## src/include/fbec_pkg.sv

```systemverilog
// package with event encodings, front-end and branch event types for the event counter
package fbec_pkg;
  localparam logic [7:0] EV_INSTR_TRANSLATION_BUFFER = 8'h82;
  localparam logic [7:0] EV_QFULL = 8'h83;
  localparam logic [7:0] EV_FSTALL = 8'h86;
  localparam logic [7:0] EV_SLOWLD = 8'h87;
  localparam logic [7:0] EV_BR = 8'h88;
  localparam logic [7:0] EV_BRMIS = 8'h89;
  localparam logic [7:0] EV_BRDEC = 8'h8A;
  localparam logic [7:0] EV_CND = 8'h8B;
  localparam logic [7:0] EV_CNDMIS = 8'h8C;
  localparam logic [7:0] EV_IND = 8'h8D;
  localparam logic [7:0] UM_FLUSH = 8'h40;
  localparam logic [7:0] UM_MISS = 8'h12;
  localparam logic [7:0] UM_SMALL = 8'h02;
  localparam logic [7:0] UM_LARGE = 8'h10;
  localparam logic [7:0] UM_QFULL = 8'h02;
  localparam logic [7:0] UM_NONE = 8'h00;
  localparam logic [7:0] PFX_OPSIZE = 8'h66;
  localparam logic [7:0] PFX_ADSIZE = 8'h67;
  localparam int SLOW_DECODE_CYCLES = 6;
  localparam int FAST_DECODE_CYCLES = 1;
  localparam int BR_LANES = 2;
  localparam int CNT_W = 48;

  // operating mode of the decoder
  typedef enum logic [2:0] {
    FBEC_MODE_REAL, FBEC_MODE_BIGREAL, FBEC_MODE_PROT16, FBEC_MODE_PROT32, FBEC_MODE_LONG
  } fbec_mode_t;

  // one executed branch from a lane
  typedef struct packed {
    logic valid;
    logic uop_only;
    logic cond;
    logic indirect;
    logic mispred;
  } fbec_branch_t;

  // fetch side event strobes
  typedef struct packed {
    logic tlb_flush;
    logic tlb_miss_small;
    logic tlb_miss_large;
    logic cache_miss_stall;
    logic tlb_miss_stall;
    logic tlb_fault_stall;
    logic decode_mispred;
  } fbec_fetch_t;

  // instruction offered to the length decoder
  typedef struct packed {
    logic valid;
    logic has_opsize_pfx;
    logic has_adsize_pfx;
    logic has_imm;
    logic has_modrm;
  } fbec_instr_t;
endpackage

```

## src/verilog/fbec_event_select.sv

```systemverilog
// event number and unit mask decode into an increment value
`timescale 1ns/100ps
module fbec_event_select
  import fbec_pkg::*;
(
  input wire logic [7:0] ev_num,
  input wire logic [7:0] umask,
  input wire logic tlb_flush,
  input wire logic miss_small,
  input wire logic miss_large,
  input wire logic qfull,
  input wire logic fstall,
  input wire logic slow_ld,
  input wire logic decode_mispred,
  input wire logic [1:0] n_br,
  input wire logic [1:0] n_brmis,
  input wire logic [1:0] n_cnd,
  input wire logic [1:0] n_cndmis,
  input wire logic [1:0] n_ind,
  output logic [2:0] inc
);
  function automatic logic [2:0] w(input logic b);
    w = {2'b00, b};
  endfunction
  wire is_instr_translation_buffer = (ev_num == EV_INSTR_TRANSLATION_BUFFER);
  always_comb begin
    inc = 3'd0;
    if (is_instr_translation_buffer && umask == UM_FLUSH) inc = w(tlb_flush);
    else if (is_instr_translation_buffer && umask == UM_MISS) inc = w(miss_small) + w(miss_large);
    else if (is_instr_translation_buffer && umask == UM_SMALL) inc = w(miss_small);
    else if (is_instr_translation_buffer && umask == UM_LARGE) inc = w(miss_large);
    else if (ev_num == EV_QFULL && umask == UM_QFULL) inc = w(qfull);
    else if (ev_num == EV_FSTALL && umask == UM_NONE) inc = w(fstall);
    else if (ev_num == EV_SLOWLD && umask == UM_NONE) inc = w(slow_ld);
    else if (ev_num == EV_BR && umask == UM_NONE) inc = {1'b0, n_br};
    else if (ev_num == EV_BRMIS && umask == UM_NONE) inc = {1'b0, n_brmis};
    else if (ev_num == EV_BRDEC && umask == UM_NONE) inc = w(decode_mispred);
    else if (ev_num == EV_CND && umask == UM_NONE) inc = {1'b0, n_cnd};
    else if (ev_num == EV_CNDMIS && umask == UM_NONE) inc = {1'b0, n_cndmis};
    else if (ev_num == EV_IND && umask == UM_NONE) inc = {1'b0, n_ind};
  end
endmodule // fbec_event_select

```

## src/verilog/fbec_length_decoder.sv

```systemverilog
// length decoder timing model, one cycle normal, six cycles slow path
`timescale 1ns/100ps
module fbec_length_decoder
  import fbec_pkg::*;
(
  input wire logic clk,
  input wire logic nrst,
  input wire fbec_instr_t instr,
  input wire fbec_mode_t mode,
  output logic ready,
  output logic done,
  output logic slow_busy
);
  typedef enum logic [0:0] {FBEC_LD_IDLE, FBEC_LD_SLOW} fbec_ld_t;
  fbec_ld_t state_q, state_d;
  logic [2:0] cnt_q, cnt_d;
  wire legacy_mode = (mode == FBEC_MODE_REAL) || (mode == FBEC_MODE_BIGREAL) ||
                     (mode == FBEC_MODE_PROT16) || (mode == FBEC_MODE_PROT32);
  wire slow_op = instr.has_opsize_pfx && instr.has_imm;
  wire slow_ad = instr.has_adsize_pfx && instr.has_modrm && legacy_mode;
  wire need_slow = instr.valid && (slow_op || slow_ad);
  assign ready = (state_q == FBEC_LD_IDLE);
  assign slow_busy = (state_q == FBEC_LD_SLOW) || (ready && need_slow);
  assign done = ready ? (instr.valid && !need_slow) :
                (cnt_q == 3'(SLOW_DECODE_CYCLES - 1));

  always_comb begin
    state_d = state_q;
    cnt_d = cnt_q;
    case (state_q)
      FBEC_LD_IDLE: begin
        if (need_slow) begin
          state_d = FBEC_LD_SLOW;
          cnt_d = 3'd1;
        end
      end
      FBEC_LD_SLOW: begin
        if (cnt_q == 3'(SLOW_DECODE_CYCLES - 1)) begin
          state_d = FBEC_LD_IDLE;
          cnt_d = 3'd0;
        end else begin
          cnt_d = cnt_q + 3'd1;
        end
      end
      default: begin
        state_d = FBEC_LD_IDLE;
        cnt_d = 3'd0;
      end
    endcase
  end

  always_ff @(posedge clk or negedge nrst) begin
    if (!nrst) begin
      state_q <= FBEC_LD_IDLE;
      cnt_q <= 3'd0;
    end else begin
      state_q <= state_d;
      cnt_q <= cnt_d;
    end
  end
endmodule // fbec_length_decoder

```

## src/verilog/fbec_top.sv

```systemverilog
// front-end and branch event counter top
`timescale 1ns/100ps
module fbec_top
  import fbec_pkg::*;
#(
  parameter int CW = CNT_W
) (
  input wire logic SYS_CLK,
  input wire logic NRST,
  input wire logic [7:0] EVENT_NUM,
  input wire logic [7:0] UNIT_MASK,
  input wire logic COUNT_CLEAR,
  input wire fbec_fetch_t FETCH_EV,
  input wire logic QUEUE_FULL,
  input wire logic FETCH_REQ,
  input wire fbec_instr_t DECODE_IN,
  input wire fbec_mode_t CPU_MODE,
  input wire fbec_branch_t [BR_LANES-1:0] BRANCH_EV,
  output logic FETCH_GO,
  output logic DECODE_READY,
  output logic DECODE_DONE,
  output logic [CW-1:0] EVENT_COUNT
);
  function automatic logic [1:0] pop2(input logic [BR_LANES-1:0] v);
    pop2 = 2'(v[0]) + 2'(v[1]);
  endfunction

  logic [CW-1:0] count_q, count_d;
  logic fetch_go_q, ld_ready, ld_done, ld_slow;
  logic dec_ready_q, dec_done_q;
  logic [2:0] inc;
  logic [BR_LANES-1:0] br_v, mis_v, cnd_v, cndmis_v, ind_v;

  // real instructions only, micro-op branches dropped
  genvar g;
  generate
    for (g = 0; g < BR_LANES; g++) begin : g_lane
      assign br_v[g] = BRANCH_EV[g].valid && !BRANCH_EV[g].uop_only;
      assign mis_v[g] = br_v[g] && BRANCH_EV[g].mispred;
      assign cnd_v[g] = br_v[g] && BRANCH_EV[g].cond;
      assign cndmis_v[g] = cnd_v[g] && BRANCH_EV[g].mispred;
      assign ind_v[g] = br_v[g] && BRANCH_EV[g].indirect;
    end
  endgenerate

  wire fstall = FETCH_EV.cache_miss_stall || FETCH_EV.tlb_miss_stall ||
                FETCH_EV.tlb_fault_stall;
  wire fetch_go_d = FETCH_REQ && !QUEUE_FULL;

  fbec_length_decoder u_ld (
    .clk(SYS_CLK),
    .nrst(NRST),
    .instr(DECODE_IN),
    .mode(CPU_MODE),
    .ready(ld_ready),
    .done(ld_done),
    .slow_busy(ld_slow)
  );

  fbec_event_select u_sel (
    .ev_num(EVENT_NUM),
    .umask(UNIT_MASK),
    .tlb_flush(FETCH_EV.tlb_flush),
    .miss_small(FETCH_EV.tlb_miss_small),
    .miss_large(FETCH_EV.tlb_miss_large),
    .qfull(QUEUE_FULL),
    .fstall(fstall),
    .slow_ld(ld_slow),
    .decode_mispred(FETCH_EV.decode_mispred),
    .n_br(pop2(br_v)),
    .n_brmis(pop2(mis_v)),
    .n_cnd(pop2(cnd_v)),
    .n_cndmis(pop2(cndmis_v)),
    .n_ind(pop2(ind_v)),
    .inc(inc)
  );

  assign count_d = COUNT_CLEAR ? '0 : count_q + CW'(inc);

  always_ff @(posedge SYS_CLK or negedge NRST) begin
    if (!NRST) begin
      count_q <= '0;
      fetch_go_q <= 1'b0;
      dec_ready_q <= 1'b0;
      dec_done_q <= 1'b0;
    end else begin
      count_q <= count_d;
      fetch_go_q <= fetch_go_d;
      dec_ready_q <= ld_ready;
      dec_done_q <= ld_done;
    end
  end

  assign FETCH_GO = fetch_go_q;
  assign DECODE_READY = dec_ready_q;
  assign DECODE_DONE = dec_done_q;
  assign EVENT_COUNT = count_q;

  wire sel_qfull = EVENT_NUM == EV_QFULL && UNIT_MASK == UM_QFULL;
  wire sel_flush = EVENT_NUM == EV_INSTR_TRANSLATION_BUFFER && UNIT_MASK == UM_FLUSH;
  wire sel_miss = EVENT_NUM == EV_INSTR_TRANSLATION_BUFFER && UNIT_MASK == UM_MISS;
  wire sel_br = EVENT_NUM == EV_BR && UNIT_MASK == UM_NONE;
  wire sel_ind = EVENT_NUM == EV_IND && UNIT_MASK == UM_NONE;
  wire sel_small = EVENT_NUM == EV_INSTR_TRANSLATION_BUFFER && UNIT_MASK == UM_SMALL;
  wire sel_large = EVENT_NUM == EV_INSTR_TRANSLATION_BUFFER && UNIT_MASK == UM_LARGE;
  wire sel_fstall = EVENT_NUM == EV_FSTALL && UNIT_MASK == UM_NONE;
  wire sel_brdec = EVENT_NUM == EV_BRDEC && UNIT_MASK == UM_NONE;
  wire sel_cnd = EVENT_NUM == EV_CND && UNIT_MASK == UM_NONE;
  wire sel_plain = UNIT_MASK == UM_NONE && (EVENT_NUM inside {EV_FSTALL, EV_SLOWLD, EV_BR,
                   EV_BRMIS, EV_BRDEC, EV_CND, EV_CNDMIS, EV_IND});
  wire sel_listed = sel_flush || sel_miss || sel_small || sel_large || sel_qfull || sel_plain;
endmodule // fbec_top
```

## config.mk

```make
export PLATFORM = sky130hd
export DESIGN_NAME = fbec_top
export DESIGN_NICKNAME = d
export VERILOG_FILES = /design/src/include/fbec_pkg.sv /design/src/verilog/fbec_event_select.sv /design/src/verilog/fbec_length_decoder.sv /design/src/verilog/fbec_top.sv
export SDC_FILE = /design/constraint.sdc
export NUM_CORES = 1
export LEC_CHECK = 0
export ABC_CLOCK_PERIOD_IN_PS = 8700
export BUFFER_PORTS_ARGS = -buffer_cell sky130_fd_sc_hd__buf_2
export CAP_MARGIN = 0
export CELL_PAD_IN_SITES_DETAIL_PLACEMENT = 1
export CELL_PAD_IN_SITES_GLOBAL_PLACEMENT = 1
export CORE_MARGIN = 5
export CORE_UTILIZATION = 42
export CTS_CLUSTER_DIAMETER = 200
export DETAILED_ROUTE_END_ITERATION = 12
export GPL_ROUTABILITY_DRIVEN = 0
export MAX_ROUTING_LAYER = met4
export PLACE_DENSITY_LB_ADDON = 0.1
export SLEW_MARGIN = 20
export SYNTH_ARGS = -nofsm -noshare
export SYNTH_HDL_FRONTEND = slang
export SYNTH_SLANG_ARGS = --single-unit
```

## constraint.sdc

```tcl
create_clock -name SYS_CLK -period 8.7 [get_ports SYS_CLK]
set_clock_uncertainty 0.15 [all_clocks]
set_input_delay 0.435 -clock SYS_CLK [delete_from_list [all_inputs] [get_ports SYS_CLK]]
set_output_delay 0.435 -clock SYS_CLK [all_outputs]
set_load 0.05 [all_outputs]
```

# Word level (Yosys, flattened, before mapping)
# Index checks and enable logic that the tools add are counted.
[totals]
output_inout_bits = 51
inputBits = 46
regBits = 55
elab_cells = 98
[op_classes]
bitwise = 1
n_eq_ne = 19
n_mux = 21
n_addsub = 8
n_reduce_logical = 43
[ops]
columns = ["cell", "count"]
rows = [
  ["== test 8 bit (second input constant)", 10],
  ["adder 48 x 3 -> 48 bit", 1],
  ["2-to-1 mux 48 bit", 1],
  ["2-to-1 mux 3 bit", 14],
  ["logical AND 1 bit", 30],
  ["== test 8 x 5 -> 1 bit (second input constant)", 2],
  ["adder 1 x 1 -> 2 bit", 6],
  ["== test 8 x 2 -> 1 bit (second input constant)", 1],
  ["== test 8 x 7 -> 1 bit (second input constant)", 1],
  ["logical NOT 8 bit", 1],
  ["logical OR 1 bit", 7],
  ["== test 3 x 2 -> 1 bit (second input constant)", 2],
  ["one-hot mux 3 bit (2 select lines)", 1],
  ["logical NOT 1 bit", 4],
  ["adder 3 x 1 -> 3 bit (second input constant)", 1],
  ["== test 3 x 1 -> 1 bit (second input constant)", 1],
  ["== test 3 bit (second input constant)", 1],
  ["logical NOT 3 bit", 1],
  ["2-to-1 mux 1 bit", 3],
  ["2-to-1 mux 2 bit", 1],
  ["inequality test 2 x 1 -> 1 bit (second input constant)", 1],
  ["one-hot mux 1 bit (2 select lines)", 1],
  ["inverter 1 bit", 1],
]

# Logic depth before layout (Yosys ltp)
# Gate-level depths: netlist of the first run.
[logic_depth]
ltp_word = 19
mapped_depth = 17

# Cells and area by module
# From an unflattened synthesis of the first run, not the netlist that was laid out.
[hier_totals]
hier_cells = 384
hier_area_um2 = 3403.3
[modules_own_cells]
columns = ["module", "n_inst", "seq_area_each_um2", "area_each_um2", "cells_per_inst"]
rows = [
  ["fbec_top", 1, 1276.2, 2834.0, 308],
  ["fbec_event_select", 1, 0.0, 334.1, 51],
  ["fbec_length_decoder", 1, 100.1, 235.2, 25],
]

# Least setup slack after synthesis of the first run
# No wires, ideal clock.
[synth_path]
kind = "input to register"
from = "in EVENT_NUM[5]"
to = "reg count_q[46], in the netlist EVENT_COUNT[46]"
cell_stages = 13
slack_ps = 4889
n_path_buf = 1
t_arrival_ps = 3583
required_time_ps = 8472
cell_sequence = "nor4b_1 -> nand3_1 -> a211o_1 -> a2111oi_0 -> a2111o_1 -> ha_1 -> fa_1 -> and4_1 -> clkbuf_1 -> nand4_1 -> or2_0 -> or3_1 -> a21oi_1"
[synth_between]
elab_chain_cells = 17
elab_cells_between_ends = 38
[synth_rtl]
columns = ["element", "line_no", "source"]
rows = [
  ["from (decl)", "fbec_top.sv:10", "input wire logic [7:0] EVENT_NUM,"],
  ["== test 8 bit", "fbec_event_select.sv:40", "else if (ev_num == EV_IND && umask == UM_NONE) inc = {1'b0, n_ind};"],
  ["logical AND 1 bit", "n/a", ""],
  ["2-to-1 mux 2 bit", "fbec_event_select.sv:40", ""],
  ["2-to-1 mux 3 bit", "fbec_event_select.sv:39", "else if (ev_num == EV_CNDMIS && umask == UM_NONE) inc = {1'b0, n_cndmis};"],
  ["2-to-1 mux 3 bit", "fbec_event_select.sv:38", "else if (ev_num == EV_CND && umask == UM_NONE) inc = {1'b0, n_cnd};"],
  ["2-to-1 mux 3 bit", "fbec_event_select.sv:37", "else if (ev_num == EV_BRDEC && umask == UM_NONE) inc = w(decode_mispred);"],
  ["2-to-1 mux 3 bit", "fbec_event_select.sv:36", "else if (ev_num == EV_BRMIS && umask == UM_NONE) inc = {1'b0, n_brmis};"],
  ["2-to-1 mux 3 bit", "fbec_event_select.sv:35", "else if (ev_num == EV_BR && umask == UM_NONE) inc = {1'b0, n_br};"],
  ["(+2 left out)", "n/a", ""],
  ["2-to-1 mux 3 bit", "fbec_event_select.sv:32", "else if (ev_num == EV_QFULL && umask == UM_QFULL) inc = w(qfull);"],
  ["2-to-1 mux 3 bit", "fbec_event_select.sv:31", "else if (is_instr_translation_buffer && umask == UM_LARGE) inc = w(miss_large);"],
  ["2-to-1 mux 3 bit", "fbec_event_select.sv:30", "else if (is_instr_translation_buffer && umask == UM_SMALL) inc = w(miss_small);"],
  ["2-to-1 mux 3 bit", "fbec_event_select.sv:29", "else if (is_instr_translation_buffer && umask == UM_MISS) inc = w(miss_small) + w(miss_large);"],
  ["2-to-1 mux 3 bit *", "fbec_event_select.sv:28", "if (is_instr_translation_buffer && umask == UM_FLUSH) inc = w(tlb_flush);"],
  ["adder 48 x 3 -> 48 bit *", "fbec_top.sv:78", "assign count_d = COUNT_CLEAR ? '0 : count_q + CW'(inc);"],
  ["2-to-1 mux 48 bit *", "fbec_top.sv:78", ""],
  ["named net count_d[46]", "fbec_top.sv:28", "logic [CW-1:0] count_q, count_d;"],
  ["to (signal assigned)", "fbec_top.sv:87", "count_q <= count_d;"],
  ["to (decl)", "fbec_top.sv:28", ""],
]
# The timed path passes the listed nets; every way through them passes the cells marked *.
# A chain may end at the register's enable or synchronous reset.

# Worst setup path in the final report of the first run
# Ends and elaborated chain as after synthesis.

==> impl_metrics.json, run 1 <==
{
  "drt_iter0_drc": 87,
  "max_stage_delay_ns": 0.68,
  "placed_cells": 540,
  "layout-drive-gt1-share_pct": 25.56,
  "clk_transition_reported_paths_ns": 0.10,
  "design.portCount": 97,
  "switchingPower_uw": 145.5,
  "utilization_pct": 51.30,
  "grtUsageTotal_pct": 19.10,
  "cap_violations": 0,
  "mostFrequentLayoutCell": "buf_2",
  "syn_area_um2": 3297,
  "gr-total-overflow": 0,
  "via_per_inst": 5.487,
  "ys_ff_latch": 55,
  "antenna_left": 0,
  "num_antenna_cells": 0,
  "die_x_um": 98.60,
  "placement_rows": 32,
  "dpl_worst_slack_ns": 4.150,
  "synth_nets": 414,
  "tns_ns": 0,
  "hold_ws_ns": 0.07772,
  "slew_viol_final": 0,
  "finalCritPeriodShare_pct": 48.14,
  "power_frac_seq_pct": 54.1,
  "peakVddDrop_uv": 63.18,
  "cts_tree": "yes",
  "swShare_pct": 28.15,
  "power.internal_uw": 371.4,
  "start_util_pct": 42.89,
  "p_leak_nw": 1.896,
  "postCtsSetupRepairBufs": 0,
  "path_buf_inv": 1,
  "antenna_found_initial": 0,
  "netlist_instances": 359,
  "setup_ws_ns": 4.512,
  "cp.arrival_ns": 4.27,
  "holdCritPathClass": "primary input to async pin",
  "first_pass_iters": 4,
  "yosysWarningCount": 0,
  "grt_max_degree": 59,
  "wl_per_cell_um": 16.07,
  "rsz0062_at_grt": "false",
  "place_area_um2": 3840,
  "num_vias": 3007,
  "area_delta_synth_final_pct": 19.62,
  "portBuffers": 94,
  "hpwl_um": 6538,
  "synth_edf_count": 0,
  "cts_made_buffers": 5,
  "cts.sinks": 55,
  "layout_common_cells": "buf_2, dfrtp_1, nor2_1, nand3_1, nor2b_1",
  "fp.dieH_um": 98.60,
  "cts_resized": 0,
  "core_area_um2": 7687,
  "root_buffer": "clkbuf_8",
  "synthArstFlopShare_pct": 100.0,
  "wirelength_um": 8807,
  "critPathTopFamily": "simple AND/OR/NAND/NOR gates",
  "setup_viol": 0,
  "slew_headroom_pct": 31.01,
  "p_comb_share_pct": 15.1,
  "worst_setup_path_end_kind": "flop",
  "hold_buffers": 0,
  "final_area_um2": 3944,
  "startpoint_type": "primary input",
  "ys.flop_type": "dfrtp_1",
  "hold_viol": 0,
  "n_fill_cell": 963,
  "cp.required_ns": 8.78,
  "worstSetupPathType": "primary input to flop",
  "grt_pass1_wl_um": 15150,
  "slowest_stage": "nor4b_1",
  "syn_avg_cell_area_um2": 9.184,
  "p_total_uw": 516.9,
  "path_max_fanout": 10,
  "tightest_slew_ns": 1.035,
  "status": "finished clean",
  "power_frac_clock_pct": 30.7,
  "fin_cells": 548,
  "grt_pass1_vias": 3116,
  "fmax_mhz": 238.7,
  "yosysSeqAreaShare_pct": 41.75,
  "period_minus_slack_ns": 4.188,
  "power_density_nw_per_um2": 131.1,
  "path_cells": "buf_2 -> nor4b_1 -> nand3_1 -> a211o_1 -> a2111oi_0 -> a2111o_1 -> ha_1 -> fa_1 -> and4_1 -> nand4_1 -> or2_0 -> or3_1 -> a21oi_1",
  "ys_types": 44,
  "cts_buffer_depth": 2,
  "drc_errors": 0,
  "die_area_um2": 9722,
  "htree_levels": 2,
  "finalNetCount": 500,
  "insertion_delay_ns": 0.31
}
-- layer usage --
metal	routed length [um]	up-vias	share of wire (%)	global-route usage [%]
met4	62	0	0.70	3.151
met5	0	-	0	-
met1	4083	1501	46	25.24
met2	4287	58	49	31.15
li1	-	1441	-	-
met3	373	7	4.2	3.680
-- cell type report --
type	count	area [um^2]	share of cell area (%)
Clock inverter	1	7.507	0.1904
Timing Repair Buffer	95	478.0	12.12
Tap cell	102	127.6	3.236
Sequential cell	55	1376	34.90
Multi-Input combinational cell	279	1824	46.26
Inverter	9	33.78	0.8566
Clock buffer	7	96.34	2.443
-- state kept, by name, indices dropped and copies added, names as in the netlist --
name and flops:
DECODE_DONE 1, u_ld.cnt_q 3, EVENT_COUNT 48, u_ld.state_q 1, DECODE_READY 1, FETCH_GO 1
-- path summary, 6_finish.rpt --
path                          startpoint               to  slack, ns  depth (start not counted)
hold / removal                      NRST  EVENT_COUNT[34]       0.08                          2
min in group SYS_CLK          QUEUE_FULL         FETCH_GO       0.15                          2
max in group asynchronous           NRST   EVENT_COUNT[6]       7.82                          2
setup reg to reg            u_ld.state_q  EVENT_COUNT[46]       4.80                         12
setup / recovery            EVENT_NUM[5]  EVENT_COUNT[46]       4.51                         13
hold reg to reg            u_ld.cnt_q[0]    u_ld.cnt_q[0]       0.40                          1
-- cells by family (layout without fill, tap and decap cells) --
group	count (synthesis)	after routing	share of synthesized area [%]
DFF	55	55	41.75
xor gates and xnor gates	33	33	8.766
buffers and inverters	25	112	2.922
adders and majority gates	9	9	3.643
AOI/OAI and AO/OA	31	31	6.338
and+or+nand+nor	194	194	32.71
muxes	12	12	3.871
-- synth_stat cells (all sizes together) (2+ instances only) --
master / count / area (um^2)
nand3: 22 / 110.1
a2111oi: 2 / 17.52
or4: 5 / 37.54
o21ai: 10 / 50.05
or3: 2 / 12.51
a211o: 2 / 17.52
and3: 7 / 43.79
nor4: 9 / 62.56
nor2: 49 / 183.9
dfrtp: 55 / 1376
xnor2: 17 / 148.9
clkbuf: 12 / 45.04
nand2b: 4 / 25.02
mux2: 6 / 67.56
nor3: 12 / 60.06
a22o: 2 / 17.52
and2: 10 / 62.56
buf: 4 / 17.52
inv: 9 / 33.78
ha: 8 / 100.1
a21oi: 6 / 30.03
nand4: 20 / 140.1
mux2i: 6 / 60.06
xor2: 16 / 140.1
nor2b: 20 / 125.1
o31ai: 2 / 15.01
nor4b: 2 / 23.77
a31o: 2 / 17.52
and4: 11 / 96.34
nand2: 17 / 63.81
-- power by group through the flow --
stage	Sequential, mW	Clock, mW	Combinational [mW]
after CTS	0.280	0.167	0.0797
after detailed placement	0.285	0	0.0794
after global routing	0.282	0.179	0.0871
final	0.280	0.159	0.0782
after floorplan	0.295	0	0.0381
after global placement	0.284	0	0.0769
(Power assumes the default switching activity.)
==> run 2: changes to the inputs <==
ABC_AREA = 1   (was unset)
ABC_CLOCK_PERIOD_IN_PS = 3800   (was 8700)
CORE_UTILIZATION = 34   (was 42)
clock period = 3.8 ns   (was 8.7 ns; I/O delays follow)
==> impl_metrics.json, run 2 <==
{
  "ys_types": 40,
  "largest_reg_flops": 48,
  "worst_setup_path_end_kind": "flop",
  "hold_end": "DECODE_DONE",
  "gr-total-overflow": 0,
  "slew_headroom_pct": 51.42,
  "cp.required_ns": 3.86,
  "layout-drive-gt1-share_pct": 21.54,
  "period_minus_slack_ns": 3.396,
  "slowest_stage": "nor3_4",
  "ys.flop_type": "dfrtp_1",
  "rsz0062_at_grt": "false",
  "cts_made_buffers": 5,
  "cts_buffer_depth": 2,
  "yosysWarningCount": 0,
  "fp.dieH_um": 114.3,
  "switchingPower_uw": 364.4,
  "first_pass_iters": 4,
  "grt_pass1_vias": 4063,
  "tightest_slew_ns": 0.7279,
  "r2r-start": "u_ld.state_q",
  "r2r-end": "EVENT_COUNT[40]",
  "drc_errors": 0,
  "start_util_pct": 34.40,
  "yosysSeqAreaShare_pct": 37.24,
  "final_area_um2": 4558,
  "yosysMostFrequentCell": "nand2_1",
  "cap_violations": 0,
  "synth_edf_count": 0,
  "design.portCount": 97,
  "status": "finished clean",
  "grt_pass1_wl_um": 19620,
  "use_met2_pct": 33.72,
  "worstSetupPathType": "primary input to flop",
  "clk_transition_reported_paths_ns": 0.11,
  "cts_tree": "yes",
  "root_buffer": "clkbuf_8",
  "synthTopCellsByArea": "dfrtp_1, nand2_1, nor2_1, inv_1, nand3_1",
  "setup_ws_ns": 0.4041,
  "num_vias": 3806,
  "power.internal_uw": 940.2,
  "power_frac_seq_pct": 48.9,
  "dpl_worst_slack_ns": -0.02538,
  "power_frac_clock_pct": 36.3,
  "yosysTopAreaCellShare_pct": 37.24,
  "grt_max_degree": 37,
  "critPathTopFamily": "simple AND/OR/NAND/NOR gates",
  "yosysTopAreaCell": "dfrtp_1",
  "netlist_instances": 530,
  "num_antenna_cells": 0,
  "cp_common_cell": "nand2_1",
  "slew_viol_final": 0,
  "area_delta_synth_final_pct": 23.32,
  "rr_worst_depth": 21,
  "cts.sinks": 55,
  "path_max_fanout": 6,
  "finalCritPeriodShare_pct": 89.37,
  "synth_nets": 585,
  "use_met3_pct": 3.171,
  "ys_ff_latch": 55,
  "place_area_um2": 4363,
  "via_per_inst": 4.905,
  "hpwl_um": 9605,
  "grt.met1_usage_pct": 23.17,
  "placement_rows": 38,
  "power_density_nw_per_um2": 286.2,
  "hold_viol": 0,
  "fmax_mhz": 294.5,
  "p_leak_nw": 2.208,
  "path_buf_inv": 1,
  "postCtsSetupRepairBufs": 0,
  "r2r_slack_ns": 0.61,
  "antenna_left": 0,
  "syn_area_um2": 3696,
  "wl_per_cell_um": 15.34,
  "htree_levels": 2,
  "insertion_delay_ns": 0.32,
  "holdCritPathClass": "primary input to flop",
  "mostFrequentLayoutCell": "nand2_1",
  "p_comb_share_pct": 14.8,
  "peakVddDrop_uv": 213.6,
  "layout_common_cells": "nand2_1, nor2_1, buf_2, inv_1, dfrtp_1",
  "drt_iter0_drc": 122,
  "wirelength_um": 11900,
  "syn_avg_cell_area_um2": 6.974,
  "max_stage_delay_ns": 0.30,
  "setup_viol": 0,
  "startpoint_type": "primary input",
  "grtUsageTotal_pct": 19.33,
  "finalNetCount": 690,
  "grt-busiest-layer": "met2",
  "holdPathStages": 4,
  "die_x_um": 114.3,
  "antenna_found_initial": 0,
  "yosys-top-cells-count": "nand2_1, nor2_1, inv_1, dfrtp_1, nand3_1",
  "min_from": "DECODE_IN[1]",
  "swShare_pct": 27.93,
  "portBuffers": 94,
  "core_area_um2": 10750,
  "synthArstFlopShare_pct": 100.0,
  "cp.arrival_ns": 3.46,
  "die_area_um2": 13060
}
## run 2: worst max-delay path by stage
stage / end / slack [ns] / cells after the start / from
final: EVENT_COUNT[40] / 0.40 / 27 / UNIT_MASK[3]
after global routing: EVENT_COUNT[46] / 0.02 / 30 / BRANCH_EV[8]
after CTS: EVENT_COUNT[40] / 0.34 / 25 / UNIT_MASK[3]
after detailed placement: EVENT_COUNT[40] / -0.03 / 25 / UNIT_MASK[3]
after global placement: EVENT_COUNT[46] / 0.13 / 27 / UNIT_MASK[3]
after floorplan: EVENT_COUNT[46] / 0.67 / 28 / UNIT_MASK[3]
## run 2: tightest hold or removal path, cell delays in order
cell and delay [ns]:
buf_2 0.07, nand2_1 0.04, o21ai_0 0.09, o22ai_1 0.09
## run 2: layout make-up
cell class                 instances  area [um^2]
inverter                          84        315.3
multi-input combinational        385         1999
sequential                        55         1376
timing repair buffer             104        555.5
clock inverter                     3        67.56
fill                            1461         6187
clock buffer                       5        68.82
tap                              140        175.2
## run 2: logic make-up after synthesis
family	Yosys count	share of synthesized area, %
AND/OR/NAND/NOR	306	38.66
buffers and inverters	90	9.173
flip-flops	55	37.24
AO/OA/AOI/OAI	53	7.651
XOR/XNOR	17	4.028
adder cells (fa/ha/maj)	9	3.250
## run 2: power groups by stage
| stage | Combinational [mW] | Sequential, mW | Clock, mW |
|---|---|---|---|
| finish | 0.194 | 0.638 | 0.473 |
| global route | 0.220 | 0.643 | 0.511 |
| CTS | 0.198 | 0.638 | 0.489 |
| detailed placement | 0.194 | 0.649 | 0 |
| global placement | 0.186 | 0.647 | 0 |
| floorplan | 0.0901 | 0.674 | 0 |
## run 2: stage by stage
| step | std cells | utilization, % | TNS (ns) | hold slack (ns) | total power, mW |
|---|---|---|---|---|---|
| after floorplan | 530 | - | 0 | -0.2556 | 0.7640 |
| after global placement | 764 | 40.60 | 0 | 0.03030 | 0.8330 |
| after detailed placement | 764 | 40.60 | -0.02538 | 0.02754 | 0.8429 |
| after CTS | 776 | 42.25 | 0 | 0.04841 | 1.326 |
| after global routing | 776 | 42.42 | 0 | 0.05763 | 1.375 |
| final | 776 | 42.42 | 0 | 0.05768 | 1.305 |
## run 2: metal layers
metal / wire length (um) / vias to the layer above
li1: - / 1918
met1: 5206 / 1797
met2: 5994 / 78
met3: 534 / 13
met4: 166 / 0
met5: 0 / -
## run 2: repair_timing
item | CTS | global route
hold buffers | 4 | 0
endpoints found under the hold margin | 21 | 0
resized for setup | 0 | 4
endpoints found under the setup margin | 0 | 6
